`src/phy_diag_pkg.sv`:
```
// Constants for the PHY diagnostic, interrupt and reset register bank.
// Assumes an AHB-Lite master with 32-bit words; printed offsets are register indices.
// What this block does
// (RQ1) Latch reset-done event at status bit 12.
// (RQ2) Latch no-frame event at status bit 11.
// (RQ3) Latch sleep event at status bit 8.
// (RQ4) Enable bit 4 gates reset-done, resets one.
// (RQ5) Enable bit 3 gates no-frame, resets zero.
// (RQ6) Enable bit 0 gates sleep event, resets zero.
// (RQ7) Count checker errored bytes into bits 15:8.
// (RQ8) Writing bit 15 freezes count, clears counter.
// (RQ9) Counter mode zero saturates the error counter.
// (RQ10) Generator gap is field 7:0 times four.
// (RQ11) Generator packet length from bits 10:0.
// (RQ12) Write bit 15 starts reflectometry, self-clears.
// (RQ13) Done bit 1 set when measurement completes.
// (RQ14) Fail bit 0 set when measurement fails.
// (RQ15) Bit 15 resets whole PHY, self-clears.
// (RQ16) Bit 14 restarts circuitry, keeps registers.
// (RQ17) Bit 7 selects standby mode.
// (RQ18) Interrupt when enabled status bit set.
// (RQ19) Reading status register clears latched bits.
package phy_diag_pkg;
    localparam logic [4:0] IDX_EVT = 5'h18;
    localparam logic [4:0] IDX_BIST1 = 5'h1b;
    localparam logic [4:0] IDX_BIST2 = 5'h1c;
    localparam logic [4:0] IDX_TDR = 5'h1e;
    localparam logic [4:0] IDX_RST = 5'h1f;
    localparam int BIT_POR = 12;
    localparam int BIT_NOF = 11;
    localparam int BIT_LPS = 8;
    localparam int BIT_POR_EN = 4;
    localparam int BIT_NOF_EN = 3;
    localparam int BIT_LPS_EN = 0;
    localparam int BIT_LOCK = 15;
    localparam int BIT_START = 15;
    localparam int BIT_DONE = 1;
    localparam int BIT_FAIL = 0;
    localparam int BIT_HWRST = 15;
    localparam int BIT_SWRST = 14;
    localparam int BIT_STBY = 7;
    localparam logic [7:0] GAP_RST = 8'h7d;
    localparam logic [10:0] PLEN_RST = 11'h5ee;
    localparam logic [2:0] EN_RST = 3'h4;
    localparam int GAP_UNIT = 4;
    localparam logic [1:0] HTRANS_NONSEQ = 2'h2;
endpackage

```
`src/phy_diag_regs.sv`:
```
// Register bank for events, self-test, reflectometry and reset control.
// Assumes an AHB-Lite master on hclk; event inputs are already on hclk.
`timescale 1ns/1ps
`default_nettype none
module phy_diag_regs #(
    parameter int CNT_W = 8
) (
    input wire logic hclk,
    input wire logic hresetn,
    input wire logic clk_en,
    input wire logic hsel,
    input wire logic [31:0] haddr,
    input wire logic [1:0] htrans,
    input wire logic hwrite,
    input wire logic [2:0] hsize,
    input wire logic [31:0] hwdata,
    input wire logic hready,
    output logic [31:0] hrdata,
    output logic hreadyout,
    output logic hresp,
    input wire logic por_done_evt,
    input wire logic no_frame_evt,
    input wire logic low_power_sleep_event,
    input wire logic chk_err_byte,
    input wire logic err_cnt_mode,
    input wire logic tdr_done_in,
    input wire logic tdr_fail_in,
    output logic irq,
    output logic [9:0] gap_bytes,
    output logic [10:0] packet_len,
    output logic tdr_start,
    output logic phy_hw_reset,
    output logic phy_sw_restart,
    output logic standby
);
    if (CNT_W != 8) begin : bad_cnt_w
        $error("error count width must be 8");
    end

    // ****************************************************************
    // Bus decode and register state.
    // ****************************************************************
    logic wr_pend_r, wr_pend_nxt;
    logic [4:0] widx_r, widx_nxt;
    logic [2:0] stat_r, stat_nxt;
    logic [2:0] en_r, en_nxt;
    logic [7:0] cnt_r, cnt_nxt;
    logic [7:0] frz_r, frz_nxt;
    logic [7:0] gap_r, gap_nxt;
    logic [10:0] plen_r, plen_nxt;
    logic start_r, start_nxt;
    logic done_r, done_nxt;
    logic fail_r, fail_nxt;
    logic hwr_r, hwr_nxt;
    logic swr_r, swr_nxt;
    logic stby_r, stby_nxt;
    logic [31:0] rdata_r, rdata_nxt;
    logic irq_r, irq_nxt;
    logic acc, rd_acc;
    logic [4:0] aidx;
    logic [15:0] wd;
    logic hw_wr, evt_rd;

    assign acc = hsel && hready && (htrans == phy_diag_pkg::HTRANS_NONSEQ);
    assign rd_acc = acc && !hwrite;
    assign aidx = haddr[6:2];
    assign wd = hwdata[15:0];
    assign hw_wr = wr_pend_r && (widx_r == phy_diag_pkg::IDX_RST) && wd[phy_diag_pkg::BIT_HWRST];
    assign evt_rd = rd_acc && (aidx == phy_diag_pkg::IDX_EVT);

    always_comb begin
        wr_pend_nxt = acc && hwrite;
        widx_nxt = acc ? aidx : widx_r;
        stat_nxt = stat_r;
        en_nxt = en_r;
        cnt_nxt = cnt_r;
        frz_nxt = frz_r;
        gap_nxt = gap_r;
        plen_nxt = plen_r;
        start_nxt = 1'b0;
        done_nxt = done_r;
        fail_nxt = fail_r;
        hwr_nxt = 1'b0;
        swr_nxt = 1'b0;
        stby_nxt = stby_r;
        rdata_nxt = rdata_r;
        if (rd_acc && aidx == phy_diag_pkg::IDX_EVT) begin
            stat_nxt = 3'h0; // RQ19
        end
        if (rd_acc) begin
            case (aidx)
                phy_diag_pkg::IDX_EVT: begin
                    rdata_nxt = {16'h0000, 3'h0, stat_r[2], stat_r[1], 2'h0, stat_r[0],
                                 3'h0, en_r[2], en_r[1], 2'h0, en_r[0]};
                end
                phy_diag_pkg::IDX_BIST1: begin
                    rdata_nxt = {16'h0000, frz_r, gap_r}; // RQ7
                end
                phy_diag_pkg::IDX_BIST2: begin
                    rdata_nxt = {16'h0000, 5'h00, plen_r};
                end
                phy_diag_pkg::IDX_TDR: begin
                    rdata_nxt = {16'h0000, start_r, 13'h0000, done_r, fail_r};
                end
                phy_diag_pkg::IDX_RST: begin
                    rdata_nxt = {16'h0000, hwr_r, swr_r, 6'h00, stby_r, 7'h00};
                end
                default: begin
                    rdata_nxt = 32'h0000_0000;
                end
            endcase
        end
        if (chk_err_byte) begin
            if (cnt_r != 8'hff || err_cnt_mode) begin
                cnt_nxt = cnt_r + 8'h01; // RQ7 RQ9
            end
        end
        if (wr_pend_r) begin
            case (widx_r)
                phy_diag_pkg::IDX_EVT: begin
                    en_nxt = {wd[phy_diag_pkg::BIT_POR_EN], wd[phy_diag_pkg::BIT_NOF_EN],
                              wd[phy_diag_pkg::BIT_LPS_EN]}; // RQ4 RQ5 RQ6
                end
                phy_diag_pkg::IDX_BIST1: begin
                    gap_nxt = wd[7:0]; // RQ10
                    if (wd[phy_diag_pkg::BIT_LOCK]) begin
                        frz_nxt = cnt_r; // RQ8
                        cnt_nxt = {7'h00, chk_err_byte}; // RQ8
                    end
                end
                phy_diag_pkg::IDX_BIST2: begin
                    plen_nxt = wd[10:0]; // RQ11
                end
                phy_diag_pkg::IDX_TDR: begin
                    if (wd[phy_diag_pkg::BIT_START]) begin
                        start_nxt = 1'b1; // RQ12
                        done_nxt = 1'b0;
                        fail_nxt = 1'b0;
                    end
                end
                phy_diag_pkg::IDX_RST: begin
                    hwr_nxt = wd[phy_diag_pkg::BIT_HWRST]; // RQ15
                    swr_nxt = wd[phy_diag_pkg::BIT_SWRST]; // RQ16
                    stby_nxt = wd[phy_diag_pkg::BIT_STBY]; // RQ17
                end
                default: begin
                end
            endcase
        end
        if (hw_wr) begin
            stat_nxt = 3'h0; // RQ15
            en_nxt = phy_diag_pkg::EN_RST;
            cnt_nxt = 8'h00;
            frz_nxt = 8'h00;
            gap_nxt = phy_diag_pkg::GAP_RST;
            plen_nxt = phy_diag_pkg::PLEN_RST;
            done_nxt = 1'b0;
            fail_nxt = 1'b0;
            swr_nxt = 1'b0;
            stby_nxt = 1'b0;
        end
        if (tdr_done_in) begin
            done_nxt = 1'b1; // RQ13
        end
        if (tdr_fail_in) begin
            fail_nxt = 1'b1; // RQ14
        end
        if (por_done_evt) begin
            stat_nxt[2] = 1'b1; // RQ1
        end
        if (no_frame_evt) begin
            stat_nxt[1] = 1'b1; // RQ2
        end
        if (low_power_sleep_event) begin
            stat_nxt[0] = 1'b1; // RQ3
        end
        irq_nxt = |(stat_nxt & en_nxt); // RQ18
    end

    always_ff @(posedge hclk or negedge hresetn) begin
        if (!hresetn) begin
            wr_pend_r <= 1'b0;
            widx_r <= 5'h00;
            stat_r <= 3'h0;
            en_r <= phy_diag_pkg::EN_RST;
            cnt_r <= 8'h00;
            frz_r <= 8'h00;
            gap_r <= phy_diag_pkg::GAP_RST;
            plen_r <= phy_diag_pkg::PLEN_RST;
            start_r <= 1'b0;
            done_r <= 1'b0;
            fail_r <= 1'b0;
            hwr_r <= 1'b0;
            swr_r <= 1'b0;
            stby_r <= 1'b0;
            rdata_r <= 32'h0000_0000;
            irq_r <= 1'b0;
        end else if (clk_en) begin
            wr_pend_r <= wr_pend_nxt;
            widx_r <= widx_nxt;
            stat_r <= stat_nxt;
            en_r <= en_nxt;
            cnt_r <= cnt_nxt;
            frz_r <= frz_nxt;
            gap_r <= gap_nxt;
            plen_r <= plen_nxt;
            start_r <= start_nxt;
            done_r <= done_nxt;
            fail_r <= fail_nxt;
            hwr_r <= hwr_nxt;
            swr_r <= swr_nxt;
            stby_r <= stby_nxt;
            rdata_r <= rdata_nxt;
            irq_r <= irq_nxt;
        end
    end

    // ****************************************************************
    // Outputs.
    // ****************************************************************
    assign hrdata = rdata_r;
    assign hreadyout = 1'b1;
    assign hresp = 1'b0;
    assign irq = irq_r;
    assign gap_bytes = {gap_r, 2'b00}; // RQ10
    assign packet_len = plen_r;
    assign tdr_start = start_r;
    assign phy_hw_reset = hwr_r;
    assign phy_sw_restart = swr_r;
    assign standby = stby_r;

    // ****************************************************************
    // Checks.
    // ****************************************************************
    property p_irq_follows;
        @(posedge hclk) disable iff (!hresetn)
        irq == |(stat_r & en_r);
    endproperty
    a_irq_follows: assert property (p_irq_follows) else $error("irq mismatch"); // RQ18

    property p_por_latch;
        @(posedge hclk) disable iff (!hresetn)
        (clk_en && por_done_evt) |=> stat_r[2];
    endproperty
    a_por_latch: assert property (p_por_latch) else $error("por not latched"); // RQ1

    property p_nof_latch;
        @(posedge hclk) disable iff (!hresetn)
        (clk_en && no_frame_evt) |=> stat_r[1];
    endproperty
    a_nof_latch: assert property (p_nof_latch) else $error("no-frame not latched"); // RQ2

    property p_lps_latch;
        @(posedge hclk) disable iff (!hresetn)
        (clk_en && low_power_sleep_event) |=> stat_r[0];
    endproperty
    a_lps_latch: assert property (p_lps_latch) else $error("sleep not latched"); // RQ3

    property p_read_clear;
        @(posedge hclk) disable iff (!hresetn)
        (clk_en && rd_acc && aidx == phy_diag_pkg::IDX_EVT && !por_done_evt) |=> !stat_r[2];
    endproperty
    a_read_clear: assert property (p_read_clear) else $error("status not cleared"); // RQ19

    property p_sat;
        @(posedge hclk) disable iff (!hresetn)
        (clk_en && cnt_r == 8'hff && !err_cnt_mode && !wr_pend_r) |=> cnt_r == 8'hff;
    endproperty
    a_sat: assert property (p_sat) else $error("counter wrapped"); // RQ9

    property p_start_sc;
        @(posedge hclk) disable iff (!hresetn)
        (clk_en && tdr_start) |=> (!tdr_start || $past(wr_pend_r));
    endproperty
    a_start_sc: assert property (p_start_sc) else $error("start not self-cleared"); // RQ12

    property p_hw_sc;
        @(posedge hclk) disable iff (!hresetn)
        (clk_en && phy_hw_reset && !wr_pend_r) |=> !phy_hw_reset;
    endproperty
    a_hw_sc: assert property (p_hw_sc) else $error("hw reset stuck"); // RQ15

    property p_gap;
        @(posedge hclk) disable iff (!hresetn)
        gap_bytes == 10'(gap_r) * 10'(phy_diag_pkg::GAP_UNIT);
    endproperty
    a_gap: assert property (p_gap) else $error("gap wrong"); // RQ10

    property p_stat_hold;
        @(posedge hclk) disable iff (!hresetn)
        (clk_en && !evt_rd && !hw_wr) |=> (stat_r & $past(stat_r)) == $past(stat_r);
    endproperty
    a_stat_hold: assert property (p_stat_hold) else $error("status bit dropped"); // RQ1 RQ2 RQ3

    property p_nof_clear;
        @(posedge hclk) disable iff (!hresetn)
        (clk_en && evt_rd && !no_frame_evt) |=> !stat_r[1];
    endproperty
    a_nof_clear: assert property (p_nof_clear) else $error("no-frame not cleared"); // RQ19

    property p_lps_clear;
        @(posedge hclk) disable iff (!hresetn)
        (clk_en && evt_rd && !low_power_sleep_event) |=> !stat_r[0];
    endproperty
    a_lps_clear: assert property (p_lps_clear) else $error("sleep not cleared"); // RQ19

    property p_sw_sc;
        @(posedge hclk) disable iff (!hresetn)
        (clk_en && phy_sw_restart && !wr_pend_r) |=> !phy_sw_restart;
    endproperty
    a_sw_sc: assert property (p_sw_sc) else $error("restart stuck"); // RQ16

    property p_done_set;
        @(posedge hclk) disable iff (!hresetn)
        (clk_en && tdr_done_in) |=> done_r;
    endproperty
    a_done_set: assert property (p_done_set) else $error("done not set"); // RQ13

    property p_fail_set;
        @(posedge hclk) disable iff (!hresetn)
        (clk_en && tdr_fail_in) |=> fail_r;
    endproperty
    a_fail_set: assert property (p_fail_set) else $error("fail not set"); // RQ14

    property p_done_hold;
        @(posedge hclk) disable iff (!hresetn)
        (clk_en && done_r && !wr_pend_r) |=> done_r;
    endproperty
    a_done_hold: assert property (p_done_hold) else $error("done dropped"); // RQ13

    property p_wrap;
        @(posedge hclk) disable iff (!hresetn)
        (clk_en && chk_err_byte && err_cnt_mode && !wr_pend_r) |=> cnt_r == $past(cnt_r) + 8'h01;
    endproperty
    a_wrap: assert property (p_wrap) else $error("count not advanced"); // RQ7

    property p_cnt_idle;
        @(posedge hclk) disable iff (!hresetn)
        (clk_en && !chk_err_byte && !wr_pend_r) |=> cnt_r == $past(cnt_r);
    endproperty
    a_cnt_idle: assert property (p_cnt_idle) else $error("count moved"); // RQ7

    property p_lock;
        @(posedge hclk) disable iff (!hresetn)
        (clk_en && wr_pend_r && widx_r == phy_diag_pkg::IDX_BIST1 && wd[phy_diag_pkg::BIT_LOCK] && !chk_err_byte)
        |=> (cnt_r == 8'h00) && (frz_r == $past(cnt_r));
    endproperty
    a_lock: assert property (p_lock) else $error("lock failed"); // RQ8

    property p_stby_on;
        @(posedge hclk) disable iff (!hresetn)
        (clk_en && wr_pend_r && widx_r == phy_diag_pkg::IDX_RST && wd[phy_diag_pkg::BIT_STBY] && !hw_wr)
        |=> standby;
    endproperty
    a_stby_on: assert property (p_stby_on) else $error("standby not entered"); // RQ17

    property p_stby_hold;
        @(posedge hclk) disable iff (!hresetn)
        (clk_en && !(wr_pend_r && widx_r == phy_diag_pkg::IDX_RST)) |=> standby == $past(standby);
    endproperty
    a_stby_hold: assert property (p_stby_hold) else $error("standby moved"); // RQ17

    property p_hw_regs;
        @(posedge hclk) disable iff (!hresetn)
        (clk_en && hw_wr) |=> (plen_r == phy_diag_pkg::PLEN_RST) && (gap_r == phy_diag_pkg::GAP_RST) && !standby;
    endproperty
    a_hw_regs: assert property (p_hw_regs) else $error("registers not reset"); // RQ15

    property p_en_write;
        @(posedge hclk) disable iff (!hresetn)
        (clk_en && wr_pend_r && widx_r == phy_diag_pkg::IDX_EVT) |=> en_r == {$past(wd[phy_diag_pkg::BIT_POR_EN]),
            $past(wd[phy_diag_pkg::BIT_NOF_EN]), $past(wd[phy_diag_pkg::BIT_LPS_EN])};
    endproperty
    a_en_write: assert property (p_en_write) else $error("enable write lost"); // RQ4 RQ5 RQ6

    property p_gap_write;
        @(posedge hclk) disable iff (!hresetn)
        (clk_en && wr_pend_r && widx_r == phy_diag_pkg::IDX_BIST1) |=> gap_bytes == {$past(wd[7:0]), 2'b00};
    endproperty
    a_gap_write: assert property (p_gap_write) else $error("gap write lost"); // RQ10

    property p_plen_write;
        @(posedge hclk) disable iff (!hresetn)
        (clk_en && wr_pend_r && widx_r == phy_diag_pkg::IDX_BIST2) |=> packet_len == $past(wd[10:0]);
    endproperty
    a_plen_write: assert property (p_plen_write) else $error("length write lost"); // RQ11
endmodule
`default_nettype wire

```
`config.mk`:
```
export PLATFORM = sky130hd
export DESIGN_NAME = phy_diag_regs
export DESIGN_NICKNAME = d
export VERILOG_FILES = /design/src/phy_diag_pkg.sv /design/src/phy_diag_regs.sv
export SDC_FILE = /design/constraint.sdc
export NUM_CORES = 1
export LEC_CHECK = 0
export BUFFER_PORTS_ARGS = -buffer_cell sky130_fd_sc_hd__buf_2
export CAP_MARGIN = 20
export CORE_MARGIN = 1
export CORE_UTILIZATION = 25
export DETAILED_ROUTE_END_ITERATION = 10
export PLACE_DENSITY = 0.55
export SYNTH_ARGS = -nofsm -noshare
export SYNTH_HDL_FRONTEND = slang
export SYNTH_SLANG_ARGS = --single-unit
```
`constraint.sdc`:
```
create_clock -name hclk -period 3.6 [get_ports hclk]
set_clock_uncertainty 0.15 [all_clocks]
set_input_delay 0.18 -clock hclk [delete_from_list [all_inputs] [get_ports hclk]]
set_output_delay 0.18 -clock hclk [all_outputs]
set_load 0.03 [all_outputs]
```
==> out/results.txt, run 1 <==
Status -> complete, no violations
Fillers -> 1,405
Routed wl met2 -> 4500 microns
I/O Buffers -> 72
CP peak stage delay -> 0.55 ns
Die Ht -> 119 microns
Vias per inst -> 4.63
Iteration-0 DRC Markers -> 197
Worst Hold End -> widx_r[1]$_DFFE_PN0P_
DRT met1 WL -> 4510 microns
Pwr Density -> 457 mW/mm^2
Remaining DRCs -> 0
RD Place Congestion -> 0.812
Yosys reg bits -> 70
Top-level I/O count -> 142
Drt wl/cell -> 15.0 microns
Largest net degree at the start of global routing -> 31
Share of cells above drive strength 1 -> 27.5%
Leak -> 2.02 nW
WP data arrival -> 2.12 ns
WS Path Type -> flip-flop to flip-flop
First-pass GRT wire length -> 15,500 microns
ANT cells -> 0
CTS HTree Levels -> 3
Initial core utilization -> 25.9%
TritonCTS Buffers -> 9
Worst slew margin -> 51.4%
CP max stage cell -> dfrtp_1
Min cycle time layout -> 2.11 ns
Final setup fails -> 0
Clock net sink count -> 70
Synthesized cell area -> 0.00345 sq mm
VDD IR max -> 0.207 mV
CP max FO -> 18
Post-synth cell types -> 49
Sequential-to-total area share from yosys stat -> 51.3%
Die area -> 0.0143 sq mm
Ys async rst share -> 100%
CTS Buffer Depth -> 2
Worst reg-to-reg path cell count -> 5
Worst EP required -> 3.61 ns
Clock Latency Late Sink -> 0.32 ns
Post-DP Area -> 0.00391 sq mm
CTS tree -> yes
Pre-antenna DRT Iters -> 4
Clk slew on worst S/H paths -> 0.06 ns
Root buf cell -> clkbuf_16
Detail Route met3 WL -> 379 microns
Avg Cell Area, Syn -> 9.43 sq um
Die width -> 119 microns
Post-DP HPWL -> 6910 microns
Num rows -> 42
R2R Setup Slk -> 1.49 ns
Final wirelength -> 9550 microns
Grt ovf -> 0
Cell taking the most area after synthesis -> dfrtp_1
Unrepaired setup endpoints after global routing -> false
Area of the multi-input gates -> 0.00148 sq mm
Max Cap Viol -> 0
RR Endpoint -> irq$_DFFE_PN0P_
Overall Global Routing Usage -> 14.0%
Buf/Inv on CP -> 0
Area grow syn2layout -> 27.2%
EDFF count, synth -> 0
Worst Max-Slew Pin Slew -> 0.729 ns
Via count -> 2,942
Hold path start -> haddr[3]
Final Cycle Share -> 58.5%
Slew Limit Fails -> 0
Core Area -> 0.0133 sq mm
Crit-path leading delay family -> simple AND/OR/NAND/NOR gates
CP cell instances -> and4_1 -> nand2_1 -> and3_1 -> o21ai_0 -> a41oi_1
Worst setup SP type -> flip-flop
Dominant synthesized flop cell -> dfrtp_1
Post-route ant nets -> 0
Hold path cells -> 2
HP Class -> input port to flip-flop
Overall power -> 2.01 mW
R2r startpoint -> widx_r[0]$_DFFE_PN0P_
Synth Instances -> 366
Synth top area cells -> dfrtp_1 40%, dfstp_2 11%, nand2_1 6.7%, o21ai_0 6.7%, buf_4 4.6%
Yosys warnings -> 0
Setup TNS -> 0 ns
Share of the synthesized area in the top cell type -> 39.9%
Register Area -> 0.00177 sq mm
Most frequent cell after synthesis -> nand2_1
Resized cells post-CTS -> 0
Vias in the first global route -> 2,964
Synth top cells by count -> 62 x nand2_1, 55 x dfrtp_1, 46 x o21ai_0
Nets -> 537
DR top layer -> met4
Initial antenna violation count -> 0
Crit. End Element -> flip-flop
Final instance area -> 0.00439 sq mm
Fmax -> 475 MHz
Hold Violations, Final -> 0
layout by cell type (no fill, tap or decap), drive strengths merged, types with 8 or more instances in the layout:
cell / instances
dfrtp: 55
clkbuf: 9
mux2: 8
dfstp: 15
nor2: 25
inv: 9
a21oi: 17
conb: 20
o21ai: 46
nand3: 21
buf: 79
dlygate4sd3: 20
nand2: 63
a22oi: 8
worst reg2reg max path, delay by kind of cell, from the launching register on:
kind,cells,cell delay (ns)
AOI/OAI and AO/OA,2,0.26
DFF,1,0.55
and+or+nand+nor,3,0.98
stage by stage:
step	std cells	hold WS (ns)	setup WS, ns	util, %
3_3_place_gp	599	0.0881	1.39	29.3
6_report	635	0.0239	1.49	32.9
3_5_place_dp	599	0.0985	1.34	29.3
5_1_grt	635	0.0268	1.26	32.9
4_1_cts	635	0.0157	1.50	32.9
2_1_floorplan	384	-0.266	1.90	-
routing by layer:
layer / up-vias / GRT usage (%)
met5: - / 0
met4: 0 / 5.70
met3: 8 / 3.26
met2: 74 / 21.6
met1: 1421 / 18.9
li1: 1439 / -
report_power, final:
part	internal, mW	switching [mW]	leakage, nW
Sequential	0.853	0.0809	0.866
Clock	0.468	0.340	0.133
Combinational	0.105	0.159	1.02
Total	1.43	0.581	2.02
area by class of cell:
type / count / area share [%]
inverter: 8 / 0.684
tap: 176 / 5.02
clock inverter: 7 / 1.14
multi-input combinational: 266 / 33.7
timing repair buffer: 99 / 14.0
sequential: 70 / 40.3
clock buffer: 9 / 5.13
kinds of logic (layout without fill, tap and decap cells):
logic type / after synthesis / after routing / synth area share [%]
buffers and inverters: 48 / 123 / 7.80
multiplexers: 9 / 9 / 2.90
adder cells (fa/ha/maj): 1 / 1 / 0.363
other: 2 / 20 / 0.218
AND/OR/NAND/NOR: 135 / 135 / 18.3
AO/OA/AOI/OAI: 101 / 101 / 19.1
flip-flops: 70 / 70 / 51.3
how the worst max path moves through the flow:
stage | start | to | slack [ns] | cells after the start
finish | widx_r[0]$_DFFE_PN0P_ | irq$_DFFE_PN0P_ | 1.49 | 5
global route | widx_r[0]$_DFFE_PN0P_ | irq$_DFFE_PN0P_ | 1.26 | 5
CTS | widx_r[0]$_DFFE_PN0P_ | irq$_DFFE_PN0P_ | 1.50 | 5
detailed placement | clk_en | frz_r[7]$_DFFE_PN0P_ | 1.34 | 7
global placement | clk_en | hrdata[0]$_DFFE_PN0P_ | 1.39 | 6
floorplan | widx_r[1]$_DFFE_PN0P_ | irq$_DFFE_PN0P_ | 1.90 | 6
state kept, by name, indices dropped and copies added (netlist names), 3 cells and up:
signal,flops
en_r,3
stat_r,3
frz_r,8
cnt_r,8
gap_r,8
widx_r,5
hrdata,16
packet_len,11
what timing repair did:
action                    4_1_cts  5_1_grt
hold endpoints to repair       40        0
hold buffers                   20        0
buffers inserted                0        0
(Power assumes the default switching activity.)
==> run 2, diff against run 1 <==
Clock period 3.6 ns to 2.2 ns, I/O delays scaled along.
==> run 2 against run 1 <==
Effect of this change: clock-buffer cell count is 4 higher; core utilization is 0.76 points higher; total power is 70% higher; largest power group unchanged; highest routed layer unchanged.
==> out/results.txt, run 2 (synthesis results as in run 1) <==
Hold path start -> hwdata[15]
Max Cap Viol -> 0
RD Place Congestion -> 0.782
Worst reg-to-reg path cell count -> 5
Status -> complete, no violations
TritonCTS Buffers -> 9
Vias in the first global route -> 2,886
ANT cells -> 0
Hold Violations, Final -> 0
Post-layout util -> 33.6%
RR Endpoint -> irq$_DFFE_PN0P_
Most frequent cells in the layout -> 72 x buf_2, 62 x nand2_1, 55 x dfrtp_1
Register Area -> 0.00177 sq mm
Drt wl/cell -> 15.1 microns
Fmax -> 520 MHz
Setup TNS -> 0 ns
Top-level I/O count -> 142
Max reg flops -> 16
CTS Buffer Depth -> 2
Grt ovf -> 0
WS Path Type -> flip-flop to flip-flop
Die Ht -> 119 microns
Post-DP HPWL -> 6950 microns
Resized cells post-CTS -> 0
Die width -> 119 microns
CTS tree -> yes
Root buf cell -> clkbuf_16
VDD IR max -> 0.357 mV
Worst slew margin -> 59.3%
R2r startpoint -> widx_r[2]$_DFFE_PN0P_
Post-route ant nets -> 0
Area of the multi-input gates -> 0.00148 sq mm
Initial core utilization -> 25.9%
Share of cells above drive strength 1 -> 27.2%
CP max FO -> 7
Vias per inst -> 4.71
Worst Hold End -> phy_sw_restart$_DFFE_PN0P_
Pre-antenna DRT Iters -> 5
Worst setup SP type -> flip-flop
Nets -> 545
Clock net sink count -> 70
Worst EP required -> 2.28 ns
Final setup fails -> 0
Crit. End Element -> flip-flop
CTS HTree Levels -> 3
Remaining DRCs -> 0
Final Cycle Share -> 87.5%
Initial antenna violation count -> 1
First-pass GRT wire length -> 15,300 microns
Num rows -> 42
Min cycle time layout -> 1.92 ns
Hold_buf cts -> 24
Clock Latency Late Sink -> 0.33 ns
Area grow syn2layout -> 30.1%
WP data arrival -> 2.01 ns
HP Class -> input port to flip-flop
Leak -> 2.07 nW
Clk slew on worst S/H paths -> 0.05 ns
Core Area -> 0.0133 sq mm
Iteration-0 DRC Markers -> 240
Worst Max-Slew Pin Slew -> 0.610 ns
Slew Limit Fails -> 0
Fillers -> 1,397
Most common cell after layout, fill and taps aside -> buf_2
Largest net degree at the start of global routing -> 32
Overall Global Routing Usage -> 14.0%
I/O Buffers -> 72
Pwr Density -> 759 mW/mm^2
Unrepaired setup endpoints after global routing -> false
Die area -> 0.0143 sq mm
Hold path cells -> 4
Via count -> 3,028
R2R Setup Slk -> 0.28 ns
Post-CTS Setup Inserts -> 0
Final wirelength -> 9690 microns
## run 2: cell types whose count changed in the layout (fill, tap and decap cells not counted), sizes merged
cell	previous run	this run
clkinvlp	2	0
inv	9	8
clkinv	4	2
dlygate4sd3	20	24
buf	79	83
bufinv	0	1
clkbuf	9	13
## run 2: metal layers
layer | global-route usage [%] | share of wire (%)
met1 | 19.3 | 47
met4 | 4.22 | 1.5
met2 | 21.3 | 46
met5 | 0 | 0
met3 | 3.78 | 5.6
## run 2: metrics by stage
stage          power (mW)  cell area [sq um]  hold slack (ns)  setup WS, ns  instances
2_1_floorplan        1.82               3520           -0.336         0.495        384
3_3_place_gp         1.94               3960          0.00898         0.309        603
3_5_place_dp         1.96               3960          0.00819         0.317        603
4_1_cts              3.43               4490          0.00268         0.269        643
5_1_grt              3.56               4490           0.0518         0.152        643
6_report             3.41               4490           0.0142         0.276        643
## run 2: how the worst max path moves through the flow
stage / start / end / slack [ns] / cells past startpoint
floorplan: widx_r[1]$_DFFE_PN0P_ / irq$_DFFE_PN0P_ / 0.50 / 6
global route: widx_r[0]$_DFFE_PN0P_ / irq$_DFFE_PN0P_ / 0.15 / 5
finish: widx_r[2]$_DFFE_PN0P_ / irq$_DFFE_PN0P_ / 0.28 / 5
global placement: widx_r[2]$_DFFE_PN0P_ / irq$_DFFE_PN0P_ / 0.31 / 5
CTS: widx_r[0]$_DFFE_PN0P_ / irq$_DFFE_PN0P_ / 0.27 / 5
detailed placement: widx_r[0]$_DFFE_PN0P_ / packet_len[5]$_DFFE_PN1P_ / 0.32 / 5
## run 2: final cells by class
cell class / count / share of cell area [%]
Inverter: 8 / 0.669
Multi-Input combinational cell: 266 / 32.9
Sequential cell: 70 / 39.4
Clock buffer: 13 / 5.57
Timing Repair Buffer: 107 / 15.5
Tap cell: 176 / 4.91
Clock inverter: 3 / 0.975
## run 2: worst max-delay path, cell delays in order (launching register included)
cell	delay [ns]
dfrtp_1	0.47
and4_1	0.24
and2_0	0.30
a21oi_1	0.31
o21ai_0	0.13
a41oi_1	0.23
## run 2: power breakdown
group	switching (mW)	leakage [nW]	internal [mW]
logic	0.265	1.06	0.181
registers	0.135	0.866	1.40
clock network	0.522	0.144	0.909
total	0.922	2.07	2.49
==> run 3, diff against run 2 <==
Settings changed: CORE_UTILIZATION 25 to 48, PLACE_DENSITY 0.55 to 0.88.
==> run 3 against run 2 <==
Effect of this change: fmax down 1.9%; total power down 7.3%; setup slack worse by 0.038 ns; critical path type is now input port to flip-flop; register-to-register slack about the same; sequential power about the same; clock-buffer cell count fell by 3; first-iteration DRC count up 10%; sequential cell count is the same; global-route usage increased by 10 points; non-clock buffer count is the same.
==> out/results.txt, run 3 (synthesis results as in run 1) <==
Status -> complete, no violations
Post-Place Cells -> 520
Num rows -> 30
Post-route ant nets -> 0
Register Area -> 0.00177 sq mm
Post-DP HPWL -> 6150 microns
Slew Limit Fails -> 0
I/O Buffers -> 72
Finished Layout Cells -> 563
Met3 usage -> 4.10%
ANT cells -> 0
RD Place Congestion -> 0.868
Hold_buf cts -> 27
Nets -> 545
Worst Max-Slew Pin Slew -> 0.663 ns
CP max FO -> 15
CTS Buffer Depth -> 2
Pre-antenna DRT Iters -> 5
Area of the multi-input gates -> 0.00148 sq mm
Largest net degree at the start of global routing -> 44
Hold Violations, Final -> 0
Overall power -> 3.16 mW
R2R Setup Slk -> 0.28 ns
Via count -> 3,118
Met2 usage -> 35.3%
Crit. End Element -> flip-flop
Post-CTS Setup Inserts -> 0
Remaining DRCs -> 0
Root buf cell -> clkbuf_8
Clk slew on worst S/H paths -> 0.08 ns
Resized cells post-CTS -> 0
Max reg flops -> 16
Unrepaired setup endpoints after global routing -> false
Vias in the first global route -> 2,859
WP data arrival -> 2.08 ns
Share of cells above drive strength 1 -> 27.2%
Worst setup SP type -> input port
Leak -> 2.03 nW
Busiest grt layer -> met2
Final wirelength -> 8690 microns
Worst slew margin -> 55.8%
Vias per inst -> 5.54
Pwr Density -> 729 mW/mm^2
Iteration-0 DRC Markers -> 265
First-pass GRT wire length -> 13,700 microns
Drt wl/cell -> 15.4 microns
Worst EP required -> 2.32 ns
CTS HTree Levels -> 3
Die width -> 86.8 microns
Most frequent cells in the layout -> 72 x buf_2, 62 x nand2_1, 55 x dfrtp_1
Fillers -> 556
Final setup fails -> 0
Most common cell after layout, fill and taps aside -> buf_2
Fmax -> 510 MHz
Post-layout util -> 63.1%
CTS tree -> yes
Die area -> 0.00753 sq mm
Area grow syn2layout -> 25.6%
Die Ht -> 86.8 microns
Clock net sink count -> 70
Clock Latency Late Sink -> 0.34 ns
TritonCTS Buffers -> 9
WS Path Type -> input port to flip-flop
Final Cycle Share -> 89.2%
Top-level I/O count -> 142
Max Cap Viol -> 0
Grt ovf -> 0
HP Class -> input port to flip-flop
GR Util met1 -> 33.8%
Overall Global Routing Usage -> 24.1%
Setup TNS -> 0 ns
Initial core utilization -> 50.2%
Min cycle time layout -> 1.96 ns
Core Area -> 0.00687 sq mm
Initial antenna violation count -> 0
VDD IR max -> 0.329 mV
run 3: per-stage QoR:
step                      area [sq um]  hold WS, ns  worst slack, ns
after global placement            3830      0.00900            0.344
final                             4330       0.0164            0.238
after CTS                         4330      0.00753            0.298
after detailed placement          3830       0.0297            0.332
after global routing              4330       0.0436            0.124
after floorplan                   3520       -0.336            0.495
run 3: worst max-delay path, cell delays in order:
cell and delay [ns]:
dlygate4sd3_1 0.52, buf_2 0.15, and3_1 0.23, and3b_1 0.61, a22o_1 0.26, a21oi_1 0.06, o21ai_0 0.14
run 3: where the power goes:
part	switching, mW	internal [mW]	total (mW)
clock network	0.500	0.677	1.18
registers	0.135	1.39	1.53
logic	0.271	0.183	0.454
total	0.906	2.25	3.16
run 3: layout make-up:
type | instances | share of cell area, %
clock buffer | 10 | 3.18
clock inverter | 6 | 2.17
inverter | 8 | 0.693
multi-input combinational | 266 | 34.1
sequential | 70 | 40.8
tap | 96 | 2.77
timing repair buffer | 107 | 16.2
run 3: path summary, 6_finish.rpt:
path	startpoint	endpoint	depth (start not counted)
worst min-delay path	err_cnt_mode	cnt_r[6]$_DFFE_PN0P_	4
worst min register to register	frz_r[5]$_DFFE_PN0P_	frz_r[5]$_DFFE_PN0P_	2
worst max register to register	widx_r[2]$_DFFE_PN0P_	irq$_DFFE_PN0P_	5
min in group asynchronous	hresetn	hrdata[5]$_DFFE_PN0P_	2
max in group asynchronous	hresetn	packet_len[10]$_DFFE_PN1P_	3
worst max-delay path	haddr[3]	hrdata[7]$_DFFE_PN0P_	7
run 3: per-layer routing:
| layer | vias to the layer above | wire length (microns) |
|---|---|---|
| li1 | 1460 | - |
| met4 | 0 | 311 |
| met1 | 1473 | 3870 |
| met5 | - | 0 |
| met2 | 157 | 3950 |
| met3 | 28 | 564 |
